## src/hw/pmcb_defines.vh

```
// Purpose: constants for the status, timing and limit command bank
// Assumes: command codes are the register addresses on the command port
// Notes:   reset values are the factory defaults of each command
`ifndef PMCB_DEFINES_VH
`define PMCB_DEFINES_VH

// ==========================================================================
// command codes
`define PMCB_CMD_SS_TIMEOUT_LIMIT   8'h62
`define PMCB_CMD_SS_TIMEOUT_RESP    8'h63
`define PMCB_CMD_TURN_OFF_DELAY     8'h64
`define PMCB_CMD_SOFT_STOP_FALL     8'h65
`define PMCB_CMD_CRIT_SUMMARY       8'h78
`define PMCB_CMD_FAULT_WARN_SUMMARY 8'h79
`define PMCB_CMD_VOUT_STATUS        8'h7a
`define PMCB_CMD_IOUT_STATUS        8'h7b
`define PMCB_CMD_INPUT_STATUS       8'h7c
`define PMCB_CMD_THERMAL_STATUS     8'h7d
`define PMCB_CMD_BUS_COMM_STATUS    8'h7e
`define PMCB_CMD_VENDOR_STATUS      8'h80
`define PMCB_CMD_VOUT_READBACK      8'h8b
`define PMCB_CMD_IOUT_READBACK      8'h8c
`define PMCB_CMD_TEMP_READBACK      8'h8e
`define PMCB_CMD_BUS_SPEC_REV       8'h98
`define PMCB_CMD_VOUT_FLOOR         8'ha4

// ==========================================================================
// reset values
`define PMCB_RST_SS_TIMEOUT_LIMIT   16'h0064
`define PMCB_RST_SS_TIMEOUT_RESP    8'hbf
`define PMCB_RST_TURN_OFF_DELAY     16'h0000
`define PMCB_RST_SOFT_STOP_FALL     16'h0000
`define PMCB_RST_VOUT_FLOOR         16'h0100
`define PMCB_FIXED_TEMP             16'h0019
`define PMCB_BUS_SPEC_REV_VAL       8'h12
`define PMCB_VOUT_EXPONENT          5'h17

// ==========================================================================
// timing: one millisecond tick
`define PMCB_CLK_HZ                 100000000
`define PMCB_MS_PER_TICK            1
`define PMCB_CYC_PER_MS             ((`PMCB_CLK_HZ / 1000) * `PMCB_MS_PER_TICK)

`endif

```

## src/hw/pmcb_cmd_bank.v

```verilog
// Purpose: command register bank for soft-start timeout, turn-off timing,
//          status bytes, telemetry readback and output-voltage floor
// Assumes: a serial front end presents decoded command-port accesses
// Notes:   nonvolatile storage is outside; save/restore via the nv ports
//
// Overview of operation
// - soft-start timeout limit in ms, default 100; timeout fault if output stays below uv
// - programmable soft-start timeout response, default restart code, kept nonvolatile
// - programmable turn-off delay, default zero, applied before shutdown, kept nonvolatile
// - programmable soft-stop fall time, default zero, sets ramp-down length, nonvolatile
// - command 78h reads one byte of most critical fault summary
// - command 79h reads two bytes of fault and warning summary
// - command 7ah reads output voltage fault and warning byte
// - command 7bh reads output overcurrent fault and warning byte
// - command 7ch reads input fault status byte
// - command 7dh reads sensed temperature fault and warning byte
// - command 7eh reads bus communication fault byte
// - command 80h reads internal overtemperature and address detect fault byte
// - command 8bh reads measured output voltage
// - command 8ch reads measured output current
// - command 8eh reads temperature, fixed 25 c when detect disable is 0
// - command 98h reads fixed bus revision byte 12h
// - programmable floor, default 0.5 v, bounds setpoint from command or strap
// - programmable ceiling bounds setpoint from command or strap
// - voltage quantities are linear with exponent -9
`include "pmcb_defines.vh"
`timescale 1ns/1ps
`default_nettype none

module pmcb_cmd_bank (
    input  wire        clk_sys,
    input  wire        rstn,
    input  wire        clk_en,
    // command port
    input  wire        cmd_valid,
    input  wire        cmd_write,
    input  wire [7:0]  cmd_code,
    input  wire [15:0] cmd_wdata,
    output reg  [15:0] cmd_rdata,
    output reg         cmd_rvalid,
    output reg         cmd_error,
    // nonvolatile restore
    input  wire        nv_load,
    input  wire [7:0]  nv_ss_resp,
    input  wire [15:0] nv_off_delay,
    input  wire [15:0] nv_fall_time,
    output wire [7:0]  nv_ss_resp_out,
    output wire [15:0] nv_off_delay_out,
    output wire [15:0] nv_fall_time_out,
    // status and telemetry sources (same clock)
    input  wire [7:0]  crit_status,
    input  wire [7:0]  fw_status_hi,
    input  wire [7:0]  vout_status,
    input  wire [7:0]  iout_status,
    input  wire [7:0]  input_status,
    input  wire [7:0]  thermal_status,
    input  wire [7:0]  bus_comm_status,
    input  wire [7:0]  vendor_status,
    input  wire [15:0] vout_meas,
    input  wire [15:0] iout_meas,
    input  wire [15:0] temp_meas,
    input  wire        soft_start_detect_disable,
    // setpoint limiting
    input  wire [15:0] vout_command,
    input  wire [15:0] setpoint_strap_pin,
    input  wire        use_strap,
    input  wire [15:0] vout_ceiling,
    output reg  [15:0] setpoint_eff,
    output wire [4:0]  vout_exponent,
    // sequencing (pins from analog side, synchronised; turn_off_req taken as is)
    input  wire        soft_start_begin_pin,
    input  wire        above_uv_pin,
    output reg         ss_timeout_fault,
    input  wire        turn_off_req,
    output reg         ramp_down_start,
    output reg         ramp_down_done,
    output wire [15:0] fall_time_ms
);

// ==========================================================================
// registers
reg [15:0] ss_limit_reg;
reg [7:0]  ss_resp_reg;
reg [15:0] off_delay_reg;
reg [15:0] fall_reg;
reg [15:0] vout_floor_reg;

// ==========================================================================
// pin synchronisers, first stage read only by second stage
reg [1:0] ssb_sync_reg;
reg [1:0] uv_sync_reg;
always @(posedge clk_sys or negedge rstn) begin
    if (!rstn) begin
        ssb_sync_reg <= 2'b00;
        uv_sync_reg  <= 2'b00;
    end else if (clk_en) begin
        ssb_sync_reg <= {ssb_sync_reg[0], soft_start_begin_pin};
        uv_sync_reg  <= {uv_sync_reg[0], above_uv_pin};
    end
end
wire ss_begin = ssb_sync_reg[1];
wire above_uv = uv_sync_reg[1];

// ==========================================================================
// register writes; unknown or read-only codes flag an error
wire wr = clk_en && cmd_valid && cmd_write;
always @(posedge clk_sys or negedge rstn) begin
    if (!rstn) begin
        ss_limit_reg   <= `PMCB_RST_SS_TIMEOUT_LIMIT;
        ss_resp_reg    <= `PMCB_RST_SS_TIMEOUT_RESP;
        off_delay_reg  <= `PMCB_RST_TURN_OFF_DELAY;
        fall_reg       <= `PMCB_RST_SOFT_STOP_FALL;
        vout_floor_reg <= `PMCB_RST_VOUT_FLOOR;
    end else if (clk_en && nv_load) begin
        // restore wins over a bus write in the same cycle
        ss_resp_reg   <= nv_ss_resp;
        off_delay_reg <= nv_off_delay;
        fall_reg      <= nv_fall_time;
    end else if (wr) begin
        case (cmd_code)
            `PMCB_CMD_SS_TIMEOUT_LIMIT: ss_limit_reg   <= cmd_wdata;
            `PMCB_CMD_SS_TIMEOUT_RESP:  ss_resp_reg    <= cmd_wdata[7:0];
            `PMCB_CMD_TURN_OFF_DELAY:   off_delay_reg  <= cmd_wdata;
            `PMCB_CMD_SOFT_STOP_FALL:   fall_reg       <= cmd_wdata;
            `PMCB_CMD_VOUT_FLOOR:       vout_floor_reg <= cmd_wdata;
            default: ;
        endcase
    end
end
assign nv_ss_resp_out   = ss_resp_reg;
assign nv_off_delay_out = off_delay_reg;
assign nv_fall_time_out = fall_reg;
assign fall_time_ms     = fall_reg;
assign vout_exponent    = `PMCB_VOUT_EXPONENT;

// ==========================================================================
// read mux
reg [15:0] rd_next;
reg        hit_next;
reg        ro_next;
always @* begin
    rd_next  = 16'h0000;
    hit_next = 1'b1;
    ro_next  = 1'b1;
    case (cmd_code)
        `PMCB_CMD_SS_TIMEOUT_LIMIT:   begin rd_next = ss_limit_reg; ro_next = 1'b0; end
        `PMCB_CMD_SS_TIMEOUT_RESP:    begin rd_next = {8'h00, ss_resp_reg}; ro_next = 1'b0; end
        `PMCB_CMD_TURN_OFF_DELAY:     begin rd_next = off_delay_reg; ro_next = 1'b0; end
        `PMCB_CMD_SOFT_STOP_FALL:     begin rd_next = fall_reg; ro_next = 1'b0; end
        `PMCB_CMD_VOUT_FLOOR:         begin rd_next = vout_floor_reg; ro_next = 1'b0; end
        `PMCB_CMD_CRIT_SUMMARY:       rd_next = {8'h00, crit_status};
        `PMCB_CMD_FAULT_WARN_SUMMARY: rd_next = {fw_status_hi, crit_status};
        `PMCB_CMD_VOUT_STATUS:        rd_next = {8'h00, vout_status};
        `PMCB_CMD_IOUT_STATUS:        rd_next = {8'h00, iout_status};
        `PMCB_CMD_INPUT_STATUS:       rd_next = {8'h00, input_status};
        `PMCB_CMD_THERMAL_STATUS:     rd_next = {8'h00, thermal_status};
        `PMCB_CMD_BUS_COMM_STATUS:    rd_next = {8'h00, bus_comm_status};
        `PMCB_CMD_VENDOR_STATUS:      rd_next = {8'h00, vendor_status};
        `PMCB_CMD_VOUT_READBACK:      rd_next = vout_meas;
        `PMCB_CMD_IOUT_READBACK:      rd_next = iout_meas;
        `PMCB_CMD_TEMP_READBACK:      rd_next = soft_start_detect_disable ?
                                                temp_meas : `PMCB_FIXED_TEMP;
        `PMCB_CMD_BUS_SPEC_REV:       rd_next = {8'h00, `PMCB_BUS_SPEC_REV_VAL};
        default:                      hit_next = 1'b0;
    endcase
end

always @(posedge clk_sys or negedge rstn) begin
    if (!rstn) begin
        cmd_rdata  <= 16'h0000;
        cmd_rvalid <= 1'b0;
        cmd_error  <= 1'b0;
    end else if (clk_en) begin
        cmd_rvalid <= cmd_valid && !cmd_write && hit_next;
        cmd_error  <= cmd_valid && (!hit_next || (cmd_write && ro_next));
        if (cmd_valid && !cmd_write && hit_next)
            cmd_rdata <= rd_next;
    end
end

// ==========================================================================
// setpoint clamp: floor first, then ceiling; if the two cross, the floor wins only for requests below it
// a crossed pair still yields a defined setpoint instead of a refused write
wire [15:0] sp_req = use_strap ? setpoint_strap_pin : vout_command;
always @(posedge clk_sys or negedge rstn) begin
    if (!rstn) begin
        setpoint_eff <= 16'h0000;
    end else if (clk_en) begin
        if (sp_req < vout_floor_reg)
            setpoint_eff <= vout_floor_reg;
        else if (sp_req > vout_ceiling)
            setpoint_eff <= vout_ceiling;
        else
            setpoint_eff <= sp_req;
    end
end

// ==========================================================================
// millisecond tick shared by both timers
localparam [16:0] MS_CYC = 17'd100000;
reg [16:0] tick_cnt_reg;
wire       ms_tick = (tick_cnt_reg == MS_CYC - 17'd1);
always @(posedge clk_sys or negedge rstn) begin
    if (!rstn)
        tick_cnt_reg <= 17'h00000;
    else if (clk_en)
        tick_cnt_reg <= ms_tick ? 17'h00000 : tick_cnt_reg + 17'd1;
end

// ==========================================================================
// soft-start timeout timer
reg        ss_run_reg;
reg        ss_begin_d_reg;
reg [15:0] ss_ms_reg;
always @(posedge clk_sys or negedge rstn) begin
    if (!rstn) begin
        ss_run_reg       <= 1'b0;
        ss_begin_d_reg   <= 1'b0;
        ss_ms_reg        <= 16'h0000;
        ss_timeout_fault <= 1'b0;
    end else if (clk_en) begin
        ss_begin_d_reg <= ss_begin;
        if (ss_begin && !ss_begin_d_reg) begin
            ss_run_reg       <= 1'b1;
            ss_ms_reg        <= 16'h0000;
            ss_timeout_fault <= 1'b0;
        end else if (ss_run_reg) begin
            if (above_uv) begin
                ss_run_reg <= 1'b0;
            end else if (ss_limit_reg != 16'h0000 && ss_ms_reg >= ss_limit_reg) begin
                // a zero limit disables the timeout
                ss_run_reg       <= 1'b0;
                ss_timeout_fault <= 1'b1;
            end else if (ms_tick) begin
                ss_ms_reg <= ss_ms_reg + 16'd1;
            end
        end
    end
end

// ==========================================================================
// turn-off sequence: delay, then ramp for the fall time
localparam [2:0] ST_IDLE  = 3'b001;
localparam [2:0] ST_DELAY = 3'b010;
localparam [2:0] ST_FALL  = 3'b100;
reg [2:0]  off_st_reg;
reg [15:0] off_ms_reg;
always @(posedge clk_sys or negedge rstn) begin
    if (!rstn) begin
        off_st_reg      <= ST_IDLE;
        off_ms_reg      <= 16'h0000;
        ramp_down_start <= 1'b0;
        ramp_down_done  <= 1'b0;
    end else if (clk_en) begin
        ramp_down_start <= 1'b0;
        ramp_down_done  <= 1'b0;
        case (off_st_reg)
            ST_IDLE: begin
                off_ms_reg <= 16'h0000;
                if (turn_off_req)
                    off_st_reg <= ST_DELAY;
            end
            ST_DELAY: begin
                if (off_ms_reg >= off_delay_reg) begin
                    off_st_reg      <= ST_FALL;
                    off_ms_reg      <= 16'h0000;
                    ramp_down_start <= 1'b1;
                end else if (ms_tick) begin
                    off_ms_reg <= off_ms_reg + 16'd1;
                end
            end
            ST_FALL: begin
                if (off_ms_reg >= fall_reg) begin
                    off_st_reg     <= ST_IDLE;
                    ramp_down_done <= 1'b1;
                end else if (ms_tick) begin
                    off_ms_reg <= off_ms_reg + 16'd1;
                end
            end
            default: off_st_reg <= ST_IDLE;
        endcase
    end
end

endmodule // pmcb_cmd_bank

`default_nettype wire

```

## config.mk

```make
export PLATFORM = sky130hd
export DESIGN_NAME = pmcb_cmd_bank
export DESIGN_NICKNAME = d
export VERILOG_FILES = /design/src/hw/pmcb_cmd_bank.v
export VERILOG_INCLUDE_DIRS = /design/src /design/src/hw
export SDC_FILE = /design/constraint.sdc
export NUM_CORES = 1
export LEC_CHECK = 0
export BUFFER_PORTS_ARGS = -buffer_cell sky130_fd_sc_hd__buf_2
export CAP_MARGIN = 40
export CORE_ASPECT_RATIO = 0.5
export CORE_MARGIN = 4
export CORE_UTILIZATION = 40
export DETAILED_ROUTE_END_ITERATION = 6
export HOLD_SLACK_MARGIN = 0.05
export PLACE_DENSITY = 0.64
export SYNTH_ARGS = -nofsm -noshare
export SYNTH_HDL_FRONTEND = slang
export SYNTH_SLANG_ARGS = --single-unit
```

## constraint.sdc

```tcl
create_clock -name clk_sys -period 3.6 [get_ports clk_sys]
set_clock_uncertainty 0.05 [all_clocks]
set_input_delay 0.18 -clock clk_sys [delete_from_list [all_inputs] [get_ports clk_sys]]
set_output_delay 0.18 -clock clk_sys [all_outputs]
set_load 0.005 [all_outputs]
```

==> impl_metrics.yaml, run 1 <==
outcome:
  outcome: "completed"
grt:
  grt_pass1_wl_um: 71100
  grt_remaining_overflow: 0
  gr-usage-all-layers_pct: 29.9
  antenna_found_initial: 2
  first_global_vias: 11900
  maximum_number_of_pins_on_one_net_before_global_route_repair: 84
synthesis:
  synth-warning-count: 0
  ys_seq_area_share_pct: 36.9
  yosysTopAreaCell: "dfrtp_1"
  synthMostInstantiatedCell: "dfrtp_1"
  synth_edf_count: 0
  synth-async-reset-ratio_pct: 100
  synth_top_flop_cell: "dfrtp_1"
  synth_cells: 1252
  post_synth_main_area_contributors: "dfrtp_1, ha_1, mux2_2, mux2i_1, a21oi_1"
  synthDistinctLibCells: 69
  ys_seq_elements: 167
  synth.cell_area_um2: 11400
  synth.cells.most_frequent: "dfrtp_1, inv_1, a21oi_1"
  syn_avg_cell_area_um2: 9.09
  post-synth-top-area-fraction_pct: 34.1
final_layout:
  num-nets-final: 1980
  largest_register_ff_count: 17
  area.growth.synth_to_final_pct: 32.2
  final_design_area_no_fill_um2: 15000
  area.sequential_um2: 4190
  num-fill-cells: 2667
  layout-drive-gt1-share_pct: 28.8
  multi_input_gate_area_in_the_final_layout_um2: 6420
worst_hold_path:
  hold_path.class: "input port to flop"
setup_path:
  worst_setup_path_end_kind: "flop"
  cp.arrival_ns: 3.50
  worstSetupStartpointType: "input port"
  setup.worst_path.class: "input port to flop"
  required_worst_endpoint_ns: 3.94
  critical_path_peak_fanout: 15
timing:
  postLayoutSetupSlackWorst_ns: 0.434
  setup_total_negative_slack_ns: 0
  rsz_0062_raised_after_global_routing: "false"
  final-setup-viol-count: 0
  min_period_ns: 3.17
  final_hold_viol_count: 0
  max_freq_mhz: 316
  final-max-slew-violation-count: 0
  min_period_over_period_pct: 87.9
  slew_headroom_pct: 39.1
  least_margin_pin_slew_ns: 0.909
clocking:
  cts_tree: "built"
  cts_made_buffers: 17
  cts-root-to-sink-buffers: 2
  insertion_delay_ns: 0.45
  postCtsSetupRepairBufs: 0
  clockRootBuffer: "clkbuf_16"
  ctsResizeCount: 0
  clk_pin_slew_worst_paths_ns: 0.07
  h-tree-depth: 4
  clock-sinks: 167
detailed_routing:
  postRouteWirelength_um: 47600
  drcViolationCount: 0
  num_vias: 11900
  detail_route.first_pass.iterations: 6
  drt_first_iter_violations: 1182
  viasPerCell: 5.76
  wl_per_instance_um: 23.1
  drtAntennaViolNets: 0
placed_design:
  globalplace.congestion: 0.985
  post_dp_cell_area_um2: 13600
  io_buffer_count: 327
  post_place_setup_slack_ns: 0.525
  hpwlAfterDp_um: 37600
die:
  top_level_ports: 333
  initial_utilization_pct: 40.8
  placement_rows: 43
  dieArea_um2: 31400
  fp.coreArea_um2: 27900
  fp.dieH_um: 127
  die-width_um: 247
pwr:
  power_leakage_nw: 7.40
  p_total_mw: 5.71
  power-per-cell-area_nw_per_um2: 380
  vdd.ir_drop.worst_v: 0.000390
job:
  max_cap_violations: 0
report_power, final:
part | switching [mW] | leakage [nW] | internal (mW)
clock network | 0.796 | 0.295 | 1.11
logic | 0.785 | 4.97 | 0.674
registers | 0.244 | 2.14 | 2.10
total | 1.83 | 7.40 | 3.89
final cells by class:
type | count | area share [%]
clock inverters | 11 | 0.990
clock buffers | 20 | 2.97
repair buffers | 464 | 19.5
multi-input cells | 905 | 42.7
well taps | 382 | 3.18
diodes | 2 | 0.0333
inverters | 108 | 2.70
flip-flops and latches | 167 | 27.9
stage by stage:
step	utilization, %	hold WS (ns)	instances
after floorplan	-	-0.166	1255
after global routing	53.9	0.0703	2057
after global placement	48.5	0.291	1935
final	54.0	0.0828	2059
after CTS	53.9	0.0517	2056
after detailed placement	48.7	-0.0630	1940
cell families after synthesis:
kind of cell | share of synthesized area, %
AOI/OAI and AO/OA | 19.7
xor gates and xnor gates | 1.54
adders and majority gates | 9.02
buffers and inverters | 6.93
DFF | 36.9
muxes | 10.2
other | 0.0660
and+or+nand+nor | 15.7
worst max-delay path, cell delays in order:
cell and delay, ns:
buf_2 0.17, nor3b_1 0.46, nor3b_1 0.24, buf_4 0.25, and2_1 0.33, buf_4 0.23, nand2_1 0.10, o21ai_0 0.16
a221oi_1 0.09, dlygate4sd3_1 0.59, a31oi_1 0.15, dlygate4sd3_1 0.55
metal layers:
layer | part of all wire, % | track usage [%] | vias to the layer above
li1 | - | - | 5409
met1 | 43 | 39.9 | 5844
met2 | 46 | 48.7 | 495
met3 | 7.4 | 6.15 | 113
met4 | 3.6 | 10.7 | 2
met5 | 0.027 | 0 | -
placed cells by master (no fill, tap or decap), drive strengths merged, types with 7 or more instances in the layout:
cell type,count
o221ai,16
nor3,14
o21ai,67
nand4,16
a21o,15
nand3,54
a221oi,11
a21oi,92
nor2b,15
dfstp,12
o22ai,9
mux2i,57
nor2,88
and3,21
nand2b,9
a222oi,15
nor3b,7
buf,378
clkbuf,20
dfrtp,155
xnor2,14
o31ai,10
nand2,81
mux2,52
a22oi,17
o211ai,9
a32oi,7
or3,14
ha,82
and4,9
dlygate4sd3,86
nor4,8
inv,110
a31oi,17
worst paths after layout:
kind	start	to	slack, ns	depth (start not counted)
setup / recovery	cmd_code[5]	cmd_rdata[12]	0.43	12
hold / removal	fw_status_hi[0]	cmd_rdata[8]	0.08	3
setup reg to reg	ss_ms_reg[0]	ss_ms_reg[15]	0.56	10
hold reg to reg	uv_sync_reg[0]	uv_sync_reg[1]	0.44	2
max in group asynchronous	rstn	setpoint_eff[2]	2.48	4
min in group asynchronous	rstn	cmd_rdata[10]	0.25	3
timing repair:
action                                  CTS  global route
endpoints found under the hold margin   166             1
hold buffers                             85             1
endpoints found under the setup margin    0             0
Note: power is estimated with default switching activity, not from simulation.
==> run 2, diff against run 1 <==
ABC_AREA = 1   (was not set)
PLACE_DENSITY = 0.63   (was 0.64)
==> run 2 against run 1 <==
Cell area is 6.5% higher. Setup slack better by 0.42 ns. Clock power shrank 3%. Critical endpoint is now off_ms_reg[10]. Sequential power is 3% lower. Critical path depth grew 2. Clock-buffer cell count is 2 lower.
==> impl_metrics.yaml, run 2 <==
clocking:
  postCtsSetupRepairBufs: 0
  cts_tree: "built"
  clockRootBuffer: "clkbuf_16"
  clock-sinks: 167
  ctsResizeCount: 0
  h-tree-depth: 4
  insertion_delay_ns: 0.45
  cts_hold_buf: 81
  cts_made_buffers: 17
  clk_pin_slew_worst_paths_ns: 0.06
  cts-root-to-sink-buffers: 2
setup_path:
  required_worst_endpoint_ns: 3.88
  worst_setup_path_end_kind: "flop"
  critical_path_peak_fanout: 16
  cp_top_family: "simple AND/OR/NAND/NOR gates"
  r2r-end: "off_ms_reg[10]"
  crit_path_cell_trace: "inv_1 -> ha_1 -> inv_1 -> nand2_1 -> a21oi_1 -> o21ai_0 -> nand2_1 -> nand2_1 -> nand2_1 -> nand2_1 -> nand2_1 -> nand3_1 -> nand2_1 -> nand2_1"
  critPathMostFrequentCell: "nand2_1"
  worst_path_largest_cell_delay_ns: 0.55
  crit-reg2reg-launch: "off_ms_reg[0]"
  reg2reg_setup_slack_ns: 0.86
  cp.buffers_inverters: 2
  worst_path_max_delay_cell: "nand3_1"
  setup.worst_path.class: "flop to flop"
  reg2reg_depth: 14
  worstSetupStartpointType: "flop"
  cp.arrival_ns: 3.02
timing:
  final_hold_viol_count: 0
  setup_total_negative_slack_ns: 0
  postLayoutSetupSlackWorst_ns: 0.859
  rsz_0062_raised_after_global_routing: "false"
  final-setup-viol-count: 0
  final-max-slew-violation-count: 0
  min_period_ns: 2.74
  least_margin_pin_slew_ns: 0.803
  max_freq_mhz: 365
  min_period_over_period_pct: 76.2
  slew_headroom_pct: 46.5
synthesis:
  synth_top_flop_cell: "dfrtp_1"
  synth-warning-count: 0
  ys_seq_area_share_pct: 33.1
  synth_cells: 1922
  ys_seq_elements: 167
  synthMostInstantiatedCell: "nand2_1"
  post_synth_main_area_contributors: "dfrtp_1, nand2_1, ha_1, inv_1, nand3_1"
  synth_edf_count: 0
  synth.cell_area_um2: 12700
  synthDistinctLibCells: 52
  synth-async-reset-ratio_pct: 100
  synth.cells.most_frequent: "nand2_1, inv_1, nand3_1"
  yosysTopAreaCell: "dfrtp_1"
  post-synth-top-area-fraction_pct: 30.6
  syn_avg_cell_area_um2: 6.60
worst_hold_path:
  hold_path.class: "input port to flop"
  worst_hold_depth: 5
  hold_path_end: "fall_time_ms[11]"
  min_from: "nv_fall_time[11]"
die:
  die-width_um: 260
  initial_utilization_pct: 41.2
  top_level_ports: 333
  dieArea_um2: 34800
  placement_rows: 45
  fp.coreArea_um2: 30800
  fp.dieH_um: 134
final_layout:
  final_design_area_no_fill_um2: 16000
  mostFrequentLayoutCells: "nand2_1, buf_2, inv_1"
  largest_register_ff_count: 17
  layout-drive-gt1-share_pct: 19.0
  num-nets-final: 2611
  layout.cells.most_common: "nand2_1"
  fin_util_pct: 52.0
  area.growth.synth_to_final_pct: 26.3
placed_design:
  hpwlAfterDp_um: 38500
  post_place_setup_slack_ns: 0.569
  globalplace.congestion: 0.966
  io_buffer_count: 327
  post_dp_cell_area_um2: 14600
grt:
  gr-usage-all-layers_pct: 28.1
  first_global_vias: 13600
  grt_remaining_overflow: 0
  antenna_found_initial: 2
  maximum_number_of_pins_on_one_net_before_global_route_repair: 134
  grt_pass1_wl_um: 76300
detailed_routing:
  postRouteWirelength_um: 49400
  drt_first_iter_violations: 1142
  wl_per_instance_um: 18.1
  viasPerCell: 5.18
  detail_route.first_pass.iterations: 6
  num_vias: 14100
  drcViolationCount: 0
  drtAntennaViolNets: 0
pwr:
  p_total_mw: 5.45
  power-per-cell-area_nw_per_um2: 340
  power_leakage_nw: 8.72
  vdd.ir_drop.worst_v: 0.000289
outcome:
  outcome: "completed"
job:
  max_cap_violations: 0
## run 2: cell types whose count changed after synthesis, sizes merged, moves of 16 or more
cell   before  now
nand2      81  699
inv       108  236
nand3      54  158
nor2       88  151
mux2i      57    0
mux2       52    0
nand4      16   45
xor2        6   27
and3       21    1
o21ai      67   86
a22oi      17    1
## run 2: worst reg2reg max path, delay by kind of cell (launching register included)
kind | cells | cell delay, ns
flops | 1 | 0.45
simple gates | 9 | 1.34
buf+inv | 2 | 0.27
fa+ha+maj | 1 | 0.27
compound gates | 2 | 0.25
## run 2: final cells by class
class / instances / area (um2)
clock buffers: 18 / 439
fillers: 3141 / 14800
inverters: 239 / 900
diodes: 1 / 2.50
repair buffers: 424 / 2590
clock inverters: 14 / 140
well taps: 423 / 529
multi-input cells: 1445 / 7220
flip-flops and latches: 167 / 4190
## run 2: kinds of logic after synthesis
| logic type | synth area share, % |
|---|---|
| flip-flops | 33.1 |
| adder cells (fa/ha/maj) | 8.09 |
| XOR/XNOR | 1.93 |
| AND/OR/NAND/NOR | 36.9 |
| buffers and inverters | 10.2 |
| other | 0.0592 |
| AO/OA/AOI/OAI | 9.76 |
## run 2: per-stage QoR
step           cells  hold slack, ns
2_1_floorplan   1925          -0.166
3_3_place_gp    2615          0.0509
3_5_place_dp    2617          0.0560
4_1_cts         2730          0.0532
5_1_grt         2731          0.0825
6_report        2731          0.0835
## run 2: layer usage
layer	share of wire, %	track usage, %	routed length, um
met1	43	37.4	21400
met2	46	44.9	22700
met3	7.4	6.85	3630
met4	3.4	10.0	1680
met5	0.026	0	13
## run 2: power by group
group	internal (mW)	leakage, nW	switching (mW)
Combinational	0.541	6.33	0.792
Sequential	2.06	2.11	0.206
Clock	0.989	0.274	0.865
Total	3.59	8.72	1.86
## run 2: worst max path at each step
| stage | start | slack, ns | depth (start not counted) | endpoint |
|---|---|---|---|---|
| 2_1_floorplan | use_strap | 1.23 | 15 | setpoint_eff[10] |
| 3_3_place_gp | use_strap | 0.58 | 15 | setpoint_eff[1] |
| 3_5_place_dp | use_strap | 0.57 | 15 | setpoint_eff[0] |
| 4_1_cts | off_ms_reg[0] | 0.85 | 14 | off_ms_reg[10] |
| 5_1_grt | off_ms_reg[0] | 0.58 | 14 | off_ms_reg[9] |
| 6_report | off_ms_reg[0] | 0.86 | 14 | off_ms_reg[10] |
